File: src/shared/move_unit_pkg.sv
package move_unit_pkg;

	// ****************************************
	// Widths
	// ****************************************
	localparam int DATA_W = 8;
	localparam int PTR_W = 16;
	localparam int INSTR_W = 14;
	localparam int BANK_W = 5;
	localparam int PAGE_W = 7;
	localparam int FILE_W = 7;
	localparam int OFFS_W = 6;
	localparam int APB_AW = 8;

	// ****************************************
	// Register byte addresses
	// ****************************************
	localparam logic [APB_AW-1:0] ADDR_INSTR = 8'h00;
	localparam logic [APB_AW-1:0] ADDR_ACC = 8'h04;
	localparam logic [APB_AW-1:0] ADDR_BANK = 8'h08;
	localparam logic [APB_AW-1:0] ADDR_PAGE = 8'h0c;
	localparam logic [APB_AW-1:0] ADDR_PTR0 = 8'h10;
	localparam logic [APB_AW-1:0] ADDR_PTR1 = 8'h14;
	localparam logic [APB_AW-1:0] ADDR_STATUS = 8'h18;
	localparam logic [APB_AW-1:0] ADDR_MEM_ADDR = 8'h1c;
	localparam logic [APB_AW-1:0] ADDR_MEM_DATA = 8'h20;

	// ****************************************
	// Status bit positions and reset values
	// ****************************************
	localparam int STAT_ZERO_BIT = 0;
	localparam int STAT_ILLEGAL_BIT = 1;
	localparam logic [DATA_W-1:0] ACC_RST = 8'h00;
	localparam logic [PTR_W-1:0] PTR_RST = 16'h0000;
	localparam logic [BANK_W-1:0] BANK_RST = 5'h00;
	localparam logic [PAGE_W-1:0] PAGE_RST = 7'h00;
	localparam logic [INSTR_W-1:0] INSTR_RST = 14'h0000;

	// ****************************************
	// Indirect window locations in file space
	// ****************************************
	localparam logic [FILE_W-1:0] WINDOW0_ADDR = 7'h00;
	localparam logic [FILE_W-1:0] WINDOW1_ADDR = 7'h01;

	// ****************************************
	// Pointer update codes
	// ****************************************
	localparam logic [1:0] UPD_PRE_INC = 2'h0;
	localparam logic [1:0] UPD_PRE_DEC = 2'h1;
	localparam logic [1:0] UPD_POST_INC = 2'h2;
	localparam logic [1:0] UPD_POST_DEC = 2'h3;

	// ****************************************
	// Opcode patterns (upper bits of the word)
	// ****************************************
	localparam logic [10:0] OPC_LOAD_IND_UPD = 11'h002;  // bits 13:3
	localparam logic [10:0] OPC_STORE_IND_UPD = 11'h003; // bits 13:3
	localparam logic [6:0] OPC_LOAD_IND_REL = 7'h7e;     // bits 13:7
	localparam logic [6:0] OPC_STORE_IND_REL = 7'h7f;    // bits 13:7
	localparam logic [8:0] OPC_SET_BANK = 9'h001;        // bits 13:5
	localparam logic [6:0] OPC_SET_PAGE = 7'h63;         // bits 13:7
	localparam logic [3:0] OPC_LOAD_LIT = 4'hc;          // bits 13:10
	localparam logic [1:0] LIT_PAD = 2'h0;               // bits 9:8
	localparam logic [6:0] OPC_STORE_FILE = 7'h01;       // bits 13:7

endpackage

File: src/shared/ptr_calc_if.sv
interface ptr_calc_if;
	import move_unit_pkg::*;

	logic [PTR_W-1:0] ptr;
	logic relative;
	logic [1:0] update_code;
	logic [OFFS_W-1:0] offset;
	logic [PTR_W-1:0] eff_addr;
	logic [PTR_W-1:0] new_ptr;

	// Decoder drives the request, calculator answers
	modport decoder (output ptr, relative, update_code, offset, input eff_addr, new_ptr);
	modport calc (input ptr, relative, update_code, offset, output eff_addr, new_ptr);
endinterface

File: src/ptr_calc.sv
module ptr_calc
	import move_unit_pkg::*;
(
	// Pointer arithmetic
	ptr_calc_if.calc pc
);

	logic [PTR_W-1:0] sext_offset;
	logic [PTR_W-1:0] plus_one;
	logic [PTR_W-1:0] minus_one;

	// Sixteen-bit sums drop the carry, so both bounds wrap
	assign sext_offset = {{(PTR_W-OFFS_W){pc.offset[OFFS_W-1]}}, pc.offset};
	assign plus_one = pc.ptr + 16'h0001;
	assign minus_one = pc.ptr - 16'h0001;

	// Effective address and pointer value after the move
	always_comb begin
		if (pc.relative) begin
			pc.eff_addr = pc.ptr + sext_offset;
			pc.new_ptr = pc.ptr;
		end else begin
			case (pc.update_code)
				UPD_PRE_INC: begin
					pc.eff_addr = plus_one;
					pc.new_ptr = plus_one;
				end
				UPD_PRE_DEC: begin
					pc.eff_addr = minus_one;
					pc.new_ptr = minus_one;
				end
				UPD_POST_INC: begin
					pc.eff_addr = pc.ptr;
					pc.new_ptr = plus_one;
				end
				default: begin
					pc.eff_addr = pc.ptr;
					pc.new_ptr = minus_one;
				end
			endcase
		end
	end

endmodule

File: src/move_unit.sv
// Function
// - Load-indirect copies addressed byte into accumulator and updates the zero flag.
// - Effective address is pointer+1 (pre-inc), pointer-1 (pre-dec), pointer itself (post-inc, post-dec), or pointer plus signed offset -32..31.
// - Update code 00 pre-inc, 01 pre-dec, 10 post-inc, 11 post-dec.
// - Pointer afterwards is +1 for increments, -1 for decrements, unchanged if relative.
// - Pointers are sixteen bits and wrap at both ends.
// - Store-file to a window location goes to the address the pointer holds; indirect and software accesses use bytes 0 and 1 as plain storage.
// - Pointer increment or decrement leaves every status flag alone.
// - Store-indirect writes accumulator through same addressing, flags untouched.
// - Set-bank loads five-bit literal into bank select, flags untouched.
// - Set-page-latch loads seven-bit literal into upper program latch, flags untouched.
// - Load-literal puts eight-bit literal in accumulator in one cycle, flags untouched.
// - Unused operand bits of load-literal must be zero in the word.
// - Store-file copies accumulator to seven-bit file address in one cycle, no flags.
module move_unit
	import move_unit_pkg::*;
#(
	parameter int MEM_AW = 7
)
(
	// Clock and reset
	input wire logic CLK,
	input wire logic RST,
	// APB slave
	input wire logic PSEL,
	input wire logic PENABLE,
	input wire logic PWRITE,
	input wire logic [APB_AW-1:0] PADDR,
	input wire logic [31:0] PWDATA,
	output logic [31:0] PRDATA,
	output logic PREADY,
	output logic PSLVERR,
	// Core state
	output logic [DATA_W-1:0] ACC_OUT,
	output logic ZERO_OUT
);

	localparam int MEM_DEPTH = 1 << MEM_AW;

	// ****************************************
	// State
	// ****************************************
	logic [DATA_W-1:0] acc_ff;
	logic zero_ff;
	logic illegal_ff;
	logic [BANK_W-1:0] bank_select_ff;
	logic [PAGE_W-1:0] upper_program_latch_ff;
	logic [PTR_W-1:0] ptr0_ff;
	logic [PTR_W-1:0] ptr1_ff;
	logic [INSTR_W-1:0] instr_ff;
	logic [MEM_AW-1:0] mem_addr_ff;
	logic [DATA_W-1:0] mem_ff [MEM_DEPTH];
	logic pready_ff;
	logic pslverr_ff;
	logic [31:0] prdata_ff;

	// ****************************************
	// APB handshake
	// ****************************************
	logic access;
	logic done;
	logic wr_done;
	logic mapped;

	// Answer one cycle into the access phase so outputs stay registered
	assign access = PSEL & PENABLE;
	assign done = access & pready_ff;
	assign wr_done = done & PWRITE;

	// Address decode
	always_comb begin
		case (PADDR)
			ADDR_INSTR, ADDR_ACC, ADDR_BANK, ADDR_PAGE, ADDR_PTR0, ADDR_PTR1,
			ADDR_STATUS, ADDR_MEM_ADDR, ADDR_MEM_DATA: mapped = 1'b1;
			default: mapped = 1'b0;
		endcase
	end

	// Ready pulses for one cycle per access
	always_ff @(posedge CLK or posedge RST) begin
		if (RST) begin
			pready_ff <= 1'b0;
			pslverr_ff <= 1'b0;
		end else begin
			pready_ff <= access & ~pready_ff;
			pslverr_ff <= access & ~pready_ff & ~mapped;
		end
	end

	// ****************************************
	// Instruction decode
	// ****************************************
	logic [INSTR_W-1:0] w;
	logic exec;
	logic is_load_upd, is_store_upd, is_load_rel, is_store_rel;
	logic is_load_ind, is_store_ind, is_indirect;
	logic is_set_bank, is_set_page, is_load_lit, is_store_file, is_illegal;
	logic sel_ptr1;

	assign w = PWDATA[INSTR_W-1:0];
	assign exec = wr_done & (PADDR == ADDR_INSTR);

	// Fixed opcode fields pick the instruction
	assign is_load_upd = (w[13:3] == OPC_LOAD_IND_UPD);
	assign is_store_upd = (w[13:3] == OPC_STORE_IND_UPD);
	assign is_load_rel = (w[13:7] == OPC_LOAD_IND_REL);
	assign is_store_rel = (w[13:7] == OPC_STORE_IND_REL);
	assign is_set_bank = (w[13:5] == OPC_SET_BANK);
	assign is_set_page = (w[13:7] == OPC_SET_PAGE);
	assign is_load_lit = (w[13:10] == OPC_LOAD_LIT) & (w[9:8] == LIT_PAD);
	assign is_store_file = (w[13:7] == OPC_STORE_FILE);
	assign is_load_ind = is_load_upd | is_load_rel;
	assign is_store_ind = is_store_upd | is_store_rel;
	assign is_indirect = is_load_ind | is_store_ind;
	// A literal load with nonzero pad bits falls here and sets the decode error, except pad 01 with literal bit 7 set, which decodes as set-page
	assign is_illegal = ~(is_indirect | is_set_bank | is_set_page | is_load_lit | is_store_file);
	assign sel_ptr1 = (is_load_rel | is_store_rel) ? w[6] : w[2];

	// ****************************************
	// Pointer arithmetic
	// ****************************************
	ptr_calc_if pcif ();

	assign pcif.ptr = sel_ptr1 ? ptr1_ff : ptr0_ff;
	assign pcif.relative = is_load_rel | is_store_rel;
	assign pcif.update_code = w[1:0];
	assign pcif.offset = w[OFFS_W-1:0];

	ptr_calc u_ptr_calc (
		.pc(pcif.calc)
	);

	// ****************************************
	// Memory access paths
	// ****************************************
	logic [MEM_AW-1:0] ind_idx;
	logic [DATA_W-1:0] ind_data;
	logic [FILE_W-1:0] file_addr;
	logic [MEM_AW-1:0] file_idx;
	logic mem_we;
	logic [MEM_AW-1:0] mem_widx;
	logic [DATA_W-1:0] mem_wdata;

	assign ind_idx = pcif.eff_addr[MEM_AW-1:0];
	assign ind_data = mem_ff[ind_idx];
	assign file_addr = w[FILE_W-1:0];

	// Window addresses own no storage; use the pointer's target instead
	always_comb begin
		if (file_addr == WINDOW0_ADDR) begin
			file_idx = ptr0_ff[MEM_AW-1:0];
		end else if (file_addr == WINDOW1_ADDR) begin
			file_idx = ptr1_ff[MEM_AW-1:0];
		end else begin
			file_idx = MEM_AW'(file_addr);
		end
	end

	// One write port: instruction stores first, then software writes
	always_comb begin
		mem_we = 1'b0;
		mem_widx = mem_addr_ff;
		mem_wdata = PWDATA[DATA_W-1:0];
		if (exec & is_store_ind) begin
			mem_we = 1'b1;
			mem_widx = ind_idx;
			mem_wdata = acc_ff;
		end else if (exec & is_store_file) begin
			mem_we = 1'b1;
			mem_widx = file_idx;
			mem_wdata = acc_ff;
		end else if (wr_done & (PADDR == ADDR_MEM_DATA)) begin
			mem_we = 1'b1;
		end
	end

	// ****************************************
	// File storage
	// ****************************************
	genvar gi;
	generate
		for (gi = 0; gi < MEM_DEPTH; gi++) begin : g_mem
			// Each entry is a plain byte register
			always_ff @(posedge CLK or posedge RST) begin
				if (RST) begin
					mem_ff[gi] <= 8'h00;
				end else if (mem_we && (mem_widx == MEM_AW'(gi))) begin
					mem_ff[gi] <= mem_wdata;
				end
			end
		end
	endgenerate

	// ****************************************
	// Accumulator and flags
	// ****************************************
	// Literal and indirect loads land in one cycle
	always_ff @(posedge CLK or posedge RST) begin
		if (RST) begin
			acc_ff <= ACC_RST;
		end else if (exec & is_load_ind) begin
			acc_ff <= ind_data;
		end else if (exec & is_load_lit) begin
			acc_ff <= w[DATA_W-1:0];
		end else if (wr_done & (PADDR == ADDR_ACC)) begin
			acc_ff <= PWDATA[DATA_W-1:0];
		end
	end

	// Only the indirect load touches the zero flag; pointer steps never do
	always_ff @(posedge CLK or posedge RST) begin
		if (RST) begin
			zero_ff <= 1'b0;
		end else if (exec & is_load_ind) begin
			zero_ff <= (ind_data == 8'h00);
		end
	end

	// Sticky decode error; a new bad word wins over a same-cycle clear
	always_ff @(posedge CLK or posedge RST) begin
		if (RST) begin
			illegal_ff <= 1'b0;
		end else if (exec & is_illegal) begin
			illegal_ff <= 1'b1;
		end else if (wr_done & (PADDR == ADDR_STATUS) & PWDATA[STAT_ILLEGAL_BIT]) begin
			illegal_ff <= 1'b0;
		end
	end

	// ****************************************
	// Bank select and upper program latch
	// ****************************************
	always_ff @(posedge CLK or posedge RST) begin
		if (RST) begin
			bank_select_ff <= BANK_RST;
		end else if (exec & is_set_bank) begin
			bank_select_ff <= w[BANK_W-1:0];
		end
	end

	always_ff @(posedge CLK or posedge RST) begin
		if (RST) begin
			upper_program_latch_ff <= PAGE_RST;
		end else if (exec & is_set_page) begin
			upper_program_latch_ff <= w[PAGE_W-1:0];
		end
	end

	// ****************************************
	// Indirect pointers
	// ****************************************
	// Pointer step happens in the same cycle as the move
	always_ff @(posedge CLK or posedge RST) begin
		if (RST) begin
			ptr0_ff <= PTR_RST;
		end else if (exec & is_indirect & ~sel_ptr1) begin
			ptr0_ff <= pcif.new_ptr;
		end else if (wr_done & (PADDR == ADDR_PTR0)) begin
			ptr0_ff <= PWDATA[PTR_W-1:0];
		end
	end

	always_ff @(posedge CLK or posedge RST) begin
		if (RST) begin
			ptr1_ff <= PTR_RST;
		end else if (exec & is_indirect & sel_ptr1) begin
			ptr1_ff <= pcif.new_ptr;
		end else if (wr_done & (PADDR == ADDR_PTR1)) begin
			ptr1_ff <= PWDATA[PTR_W-1:0];
		end
	end

	// ****************************************
	// Software-visible helpers
	// ****************************************
	always_ff @(posedge CLK or posedge RST) begin
		if (RST) begin
			instr_ff <= INSTR_RST;
		end else if (exec) begin
			instr_ff <= w;
		end
	end

	always_ff @(posedge CLK or posedge RST) begin
		if (RST) begin
			mem_addr_ff <= '0;
		end else if (wr_done & (PADDR == ADDR_MEM_ADDR)) begin
			mem_addr_ff <= PWDATA[MEM_AW-1:0];
		end
	end

	// ****************************************
	// Read data
	// ****************************************
	logic [31:0] rd_mux;

	// Unused upper bits read as zero
	always_comb begin
		rd_mux = 32'h0000_0000;
		case (PADDR)
			ADDR_INSTR: rd_mux[INSTR_W-1:0] = instr_ff;
			ADDR_ACC: rd_mux[DATA_W-1:0] = acc_ff;
			ADDR_BANK: rd_mux[BANK_W-1:0] = bank_select_ff;
			ADDR_PAGE: rd_mux[PAGE_W-1:0] = upper_program_latch_ff;
			ADDR_PTR0: rd_mux[PTR_W-1:0] = ptr0_ff;
			ADDR_PTR1: rd_mux[PTR_W-1:0] = ptr1_ff;
			ADDR_STATUS: begin
				rd_mux[STAT_ZERO_BIT] = zero_ff;
				rd_mux[STAT_ILLEGAL_BIT] = illegal_ff;
			end
			ADDR_MEM_ADDR: rd_mux[MEM_AW-1:0] = mem_addr_ff;
			ADDR_MEM_DATA: rd_mux[DATA_W-1:0] = mem_ff[mem_addr_ff];
			default: rd_mux = 32'h0000_0000;
		endcase
	end

	// Captured one edge before ready is seen, held until the next read
	always_ff @(posedge CLK or posedge RST) begin
		if (RST) begin
			prdata_ff <= 32'h0000_0000;
		end else if (access & ~pready_ff & ~PWRITE) begin
			prdata_ff <= rd_mux;
		end
	end

	// ****************************************
	// Outputs
	// ****************************************
	assign PRDATA = prdata_ff;
	assign PREADY = pready_ff;
	assign PSLVERR = pslverr_ff;
	assign ACC_OUT = acc_ff;
	assign ZERO_OUT = zero_ff;

endmodule

File: config.mk
export PLATFORM = sky130hd
export DESIGN_NAME = move_unit
export DESIGN_NICKNAME = d
export VERILOG_FILES = /design/src/shared/move_unit_pkg.sv /design/src/shared/ptr_calc_if.sv /design/src/ptr_calc.sv /design/src/move_unit.sv
export SDC_FILE = /design/constraint.sdc
export NUM_CORES = 2
export LEC_CHECK = 0
export ABC_AREA = 1
export BUFFER_PORTS_ARGS = -buffer_cell sky130_fd_sc_hd__buf_2
export CAP_MARGIN = 10
export CORE_AREA = 2 2 439 441
export DETAILED_ROUTE_END_ITERATION = 7
export DIE_AREA = 0 0 441 443
export HOLD_SLACK_MARGIN = 0.02
export SKIP_LAST_GASP = 1
export SLEW_MARGIN = 30
export SYNTH_ARGS = -nofsm -noshare
export SYNTH_HDL_FRONTEND = slang
export SYNTH_SLANG_ARGS = --single-unit
File: constraint.sdc
create_clock -name CLK -period 48.8 [get_ports CLK]
set_input_delay 12.2 -clock CLK [delete_from_list [all_inputs] [get_ports CLK]]
set_output_delay 12.2 -clock CLK [all_outputs]
set_load 0.02 [all_outputs]
# Word-level counts from Yosys, hierarchy flattened

Cells that the tools add are included.

Flip-flop bits (word level): 1,117
Latch bits: 0
RAM bits: 0
Memory bits (read-only): 0
Input port bits: 45
Memories kept: 0

$add $sub $neg: 3
Multiply operators: 0
Div/mod/pow operators: 0
Magnitude comparators: 2
Equal/unequal tests: 146
Shift operators: 0
Mux-type cells: 37
Bitwise operators: 40
Reduce and logical (&&, ||, !) cells: 140

Operators by type and width:

| operator                | number |
|---|---|
| $eq A7 B7 Y1 const B    | 67 |
| $eq A7 B6 Y1 const B    | 32 |
| $logic_and A1 B1 Y1     | 128 |
| $bmux W8 S7             | 2 |
| $eq A7 B5 Y1 const B    | 16 |
| $mux W16                | 7 |
| $mux W8                 | 9 |
| $eq A7 B4 Y1 const B    | 8 |
| $mux W7                 | 5 |
| $eq A8 B5 Y1 const B    | 4 |
| $eq A7 B3 Y1 const B    | 4 |
| $and A1 B1 Y1           | 25 |
| $pmux W3 S8             | 1 |
| $eq A11 B2 Y1 const B   | 2 |
| $eq A7 B1 Y1 const B    | 3 |
| $pmux W2 S9             | 1 |
| $pmux W6 S3             | 1 |
| $add A16 B1 Y16 const B | 1 |
| $eq A8 B4 Y1 const B    | 2 |
| $ge A8 B8 Y1 const B    | 2 |
| $logic_not A8 Y1        | 2 |
| $not A7 Y8              | 2 |
| $sub A16 B1 Y16 const B | 1 |
| $eq A7 B2 Y1 const B    | 2 |
| 20 further kinds        | 41 |

# Logic depth before layout (Yosys ltp)

Depth in word-level cells: 12
Mapped depth: 28
Depth with buffers taken out: 27

# Hierarchy

Synthesis repeated with hierarchy kept, for this count alone.

Cell total of the unflattened synthesis: 10,520
Area total of the unflattened synthesis: 68,630.8 um^2

Modules (own cells, without submodules):

| module    | instances | cells each | area each (um^2) | sequential area each (um^2) |
|---|---|---|---|---|
| move_unit | 1         | 9,991      | 65,933.2         | 27,951.8 |
| ptr_calc  | 1         | 529        | 2,697.6          | 0.0 |

# Worst setup path before layout

Ideal clock, no wire load.

Path kind: input -> register
Start point: input port PWDATA[8]
End point: register mem_ff[168] in the netlist's numbering
Data arrival time: 15.919 ns
Setup slack: 32.744 ns
Stages on the path: 26
Path buffers: 3
Path through: buf_2 -> nand2_1 -> nor2_1 -> nand2_2 -> nand3_2 -> nand3_1 -> nand2_1 -> ha_1 -> inv_1 -> fa_1 -> nor2_1 -> nor2_1 -> o21bai_1 -> nand2_1 -> nand2_1 -> a21oi_1 -> xor2_1 -> or2_2 -> nand3_1 -> nand2_2 -> a21oi_4 -> nand2_1 -> buf_4 -> nor2_2 -> buf_4 -> a21oi_1

Cells in the longest elaborated chain, start to end: 10

RTL lines:

| element                                                   | RTL line                           | source |
|---|---|---|
| from (decl)                                               | move_unit.sv:29                    | `input wire logic [31:0] PWDATA,` |
| $eq A7 B7 Y1 (on tied branches)                           | move_unit.sv:106, move_unit.sv:107 |  |
| $or A1 B1 Y1                                              | move_unit.sv:117, move_unit.sv:125 |  |
| $mux W1                                                   | move_unit.sv:117                   | `assign sel_ptr1 = (is_load_rel \| is_store_rel) ? w[6] : w[2];` |
| $mux W16                                                  | move_unit.sv:124                   | `assign pcif.ptr = sel_ptr1 ? ptr1_ff : ptr0_ff;` |
| $sub A16 B1 Y16 / $add A16 B1 Y16 (equally long branches) | ptr_calc.sv:15, ptr_calc.sv:14     |  |
| $pmux W7 S2                                               | ptr_calc.sv:23                     | `case (pc.update_code)` |
| $mux W7                                                   | ptr_calc.sv:19                     | `if (pc.relative) begin` |
| $mux W7                                                   | move_unit.sv:164                   | `if (exec & is_store_ind) begin` |
| $eq A7 B7 Y1                                              | move_unit.sv:187                   | `end else if (mem_we && (mem_widx == MEM_AW'(gi))) begin` |
| $logic_and A1 B1 Y1                                       | move_unit.sv:187                   |  |
| to (signal, indexed assignment)                           | move_unit.sv:188                   | `mem_ff[gi] <= mem_wdata;` |
| to (decl)                                                 | move_unit.sv:52                    | `logic [DATA_W-1:0] mem_ff [MEM_DEPTH];` |

Several ways; a longest one is shown, not always the timed one.
A chain may end at the register's enable or synchronous reset.

# Worst setup path in the final report

Start point: input port PWDATA[7]
End point: register zero_ff, in the netlist ZERO_OUT

Cells in the longest elaborated chain, start to end: 12

RTL lines:

| element                                                   | RTL line                           | source |
|---|---|---|
| $eq A7 B7 Y1 (on tied branches)                           | move_unit.sv:106, move_unit.sv:107 |  |
| $or A1 B1 Y1                                              | move_unit.sv:117, move_unit.sv:125 |  |
| $mux W1                                                   | move_unit.sv:117                   |  |
| $mux W16                                                  | move_unit.sv:124                   |  |
| $sub A16 B1 Y16 / $add A16 B1 Y16 (equally long branches) | ptr_calc.sv:15, ptr_calc.sv:14     |  |
| $pmux W7 S2                                               | ptr_calc.sv:23                     |  |
| $mux W7                                                   | ptr_calc.sv:19                     |  |
| $not A7 Y8 (not written as such)                          | move_unit.sv:145                   | `assign ind_data = mem_ff[ind_idx];` |
| $bmux W8 S7                                               | move_unit.sv:145                   |  |
| $mux W8 (not written as such) (2 in series)               | move_unit.sv:145                   |  |
| $logic_not A8 Y1                                          | move_unit.sv:215                   | `zero_ff <= (ind_data == 8'h00);` |
| to (signal assigned)                                      | move_unit.sv:215                   |  |
| to (decl)                                                 | move_unit.sv:44                    | `logic zero_ff;` |

Several ways; a longest one is shown, not always the timed one. The select of a mux whose other input is x is not followed.

==> impl_metrics.csv <==
group,metric,value,unit
run_status,status,"complete, but fails checks",
run_status,violations,"DRC",
grt,grt_pass1_vias,58853,
synth,synth_area_per_cell,7.08,µm²
critical_path,rrSetupSlack,42.39,ns
clocking,clk_pin_slew,0.06,ns
sta,max_slew.worst_pin.slew,1.20,ns
worst_hold_path,min_from,"PRDATA[4]",
power,seqPwrFrac,43.6,%
power,p_sw,0.591,mW
synth,ys_seq_area_share,44.6,%
routing,first_pass_iters,8,
power,clkPwrFrac,46.6,%
grt,track_usage,25.5,%
floorplan,die_x,441,µm
routing,wl,256000,µm
floorplan,die_area,195000,µm²
clocking,cts_setup_buffers,0,
clocking,post_cts_resized,0,
sta,skew,0.0414,ns
synth,yosys.cell_types.count,53,
routing,drt_iter0_drc,8526,
power,combPwrFrac,9.8,%
synth,postSynthCellCount,8850,
clocking,clock_sink_count,1117,
floorplan,die_h,443,µm
synth,synth_compound_area_share,20.1,%
sta,fin_crit_sh,37.8,%
job,cap_violations,0,
critical_path,cp_max_fo,74,
critical_path,r2r_end,"ZERO_OUT",
sta,setup_viol,0,
floorplan,start_util,32.8,%
sta,rsz0062_at_grt,"false",
sta,maxSlewHeadroom,20.0,%
clocking,cts_max_path_buffers,3,
sta,clock.fmax,54.3,MHz
critical_path,reg2reg_depth,19,
cells_and_area,area_growth,9.83,%
synth,synth-xor-area-share,0.210,%
placement,gp_congestion,0.953,
clocking,numCtsBuffers,130,
floorplan,coreArea,191000,µm²
sta,drv_slew,0,
synth,yosys-top-cells-area,"dfrtp_1 45%, nand2_1 12%, o21ai_0 12%",
critical_path,reg2reg_from,"ptr1_ff[0]",
power,swShare,27.7,%
worst_hold_path,hp-class,"flip-flop to flip-flop",
synth,synth_edf_count,0,
critical_path,worst_setup_path_end_kind,"flip-flop",
synth,synth_area_leader_cell,"dfrtp_1",
routing,ant_nets,0,
sta,fin_setup_tns,0,ns
grt,grt_overflow_total,0,
sta,hold_viol,0,
critical_path,crit_type,"input port to flip-flop",
sta,post-route-min-period,18.43,ns
cells_and_area,finish.utilization,36.0,%
synth,synth_most_common_cell,"nand2_1",
synth,synth-seq-cells,1117,
power,vdd_ir_drop_max,0.0000366,V
routing,num_vias,64002,
synth,yosys.area_share.simple,28.4,%
floorplan,io_pins,88,
routing,wl_per_cell,23.1,µm
clocking,h-tree-depth,4,
placement,dp_hpwl,151000,µm
power,p_int,1.54,mW
synth,netlist_top_cells_count,"2063 x nand2_1, 1507 x o21ai_0, 1145 x nor2_1, 1117 x dfrtp_1, 938 x nand3_1",
grt,grt_max_degree,187,
synth,yosysWarnings,0,
synth,synth_flop_cell,"dfrtp_1",
power,p_per_area,31.0,nW/µm²
worst_hold_path,hold_path_end,"PRDATA[4]",
synth,synth_top_family_by_area,"simple AND/OR/NAND/NOR gates",
synth,synth_top_area_share,44.6,%
critical_path,arrival,19.14,ns
synth,async_flop_share,100,%
critical_path,critPathLaunchType,"input port",
power,power.leakage,30.3,nW
floorplan,num_rows,161,
clocking,cts-root-buf,"clkbuf_16",
grt,antenna_found_initial,3,
critical_path,cp-startpoint,"PWDATA[7]",
synth,synthMuxAreaShare,0.0160,%
cells_and_area,drive_above_1_share,5.92,%
routing,drc,6,
routing,vias_per_cell,5.79,
worst_hold_path,worstHoldPathCells,2,
placement,port_buffers,55,
synth,synthAdderAreaFrac,0.172,%
clocking,cts-hold-fix-buffers,0,
cells_and_area,num-nets-final,8483,
synth,syn_area,62700,µm²
grt,grt_pass1_wl,381000,µm
clocking,clk_latency,0.82,ns
clocking,cts_tree,"done",
critical_path,cp.required,49.51,ns
[sequential cells by signal, indices dropped and copies added (netlist names)]
signal and flops:
mem_ff 1024, PRDATA 16, ptr0_ff 16, ptr1_ff 16, instr_ff 14, ACC_OUT 8
mem_addr_ff 7, upper_program_latch_ff 7, bank_select_ff 5, PREADY 1, PSLVERR 1, ZERO_OUT 1
illegal_ff 1
[cells in the final DEF (no fill, tap or decap), drive strengths merged, types with 6 or more instances in the layout]
cell type and instances:
a211oi 8, a21oi 462, a221oi 9, buf 175, bufinv 6, clkbuf 196, clkinv 28, conb 16
dfrtp 1117, ha 7, inv 293, nand2 2074, nand3 943, nand4 60, nor2 1181, nor3 24
nor4 6, o211ai 48, o21a 9, o21ai 1529, o221ai 12, o22ai 275, o32ai 14, xor2 14
[power groups by stage]
| stage | Sequential [mW] | Combinational, mW | Clock (mW) |
|---|---|---|---|
| 2_1_floorplan | 0.947 | 0.117 | 0 |
| 3_3_place_gp | 0.945 | 0.199 | 0 |
| 3_5_place_dp | 0.945 | 0.199 | 0 |
| 4_1_cts | 0.928 | 0.200 | 1.00 |
| 5_1_grt | 0.927 | 0.218 | 1.04 |
| 6_report | 0.928 | 0.209 | 0.994 |
[stage by stage]
stage	instances	area [µm²]	worst slack [ns]	hold slack [ns]	power [mW]
6_report	11057	68800	30.37	0.477	2.13
5_1_grt	11055	68800	30.11	0.505	2.19
4_1_cts	11051	68700	30.60	0.486	2.13
3_5_place_dp	10820	64400	29.76	0.469	1.14
3_3_place_gp	10820	64400	29.82	0.464	1.14
2_1_floorplan	8865	62700	5.15	0.453	1.06
[area by class of cell]
class	instances	area [µm²]
repair buffers	175	1410
multi-input cells	6714	30900
fillers	19908	122000
clock buffers	196	3820
well taps	2526	3160
clock inverters	35	412
diodes	2	5.00
inverters	292	1130
flip-flops and latches	1117	28000
[worst max path at each step]
stage               slack, ns    endpoint
floorplan                5.15  ACC_OUT[0]
global placement        29.82  ACC_OUT[2]
detailed placement      29.76  ACC_OUT[2]
CTS                     30.60  ACC_OUT[2]
global route            30.11  ACC_OUT[2]
finish                  30.37    ZERO_OUT
[critical path, stage by stage]
cell	delay, ns
buf_2	0.13
inv_2	0.13
nand2_1	0.09
nor2_1	0.12
nand2_2	0.15
nand2_4	0.24
nand2_2	0.13
nand3_1	0.17
nand2_1	0.19
nand2_1	0.10
nand3_1	0.64
nand2_4	0.81
buf_4	0.82
buf_4	0.76
buf_4	0.66
nand2_1	0.10
nand3_1	0.11
nand3_1	0.12
nand3_1	0.15
nand3_1	0.18
nand3_1	0.30
nand3_1	0.30
nand3_1	0.21
nor2_1	0.06
nand4_1	0.08
nand2_1	0.05
[cells by family after synthesis]
family          after synthesis
xor+xnor                     15
simple gates               4296
other cells                   1
buf+inv                    1034
compound gates             2378
fa+ha+maj                     8
mux                           1
flops                      1117
[metal layers]
metal | global-route usage [%] | vias to the layer above | routed length [µm]
met1 | 34.6 | 30429 | 102000
li1 | - | 28853 | -
met4 | 12.7 | 6 | 13900
met3 | 6.95 | 738 | 30400
met5 | 0 | - | 41
met2 | 37.1 | 3976 | 109000
Power figures use the tool's default switching activity.
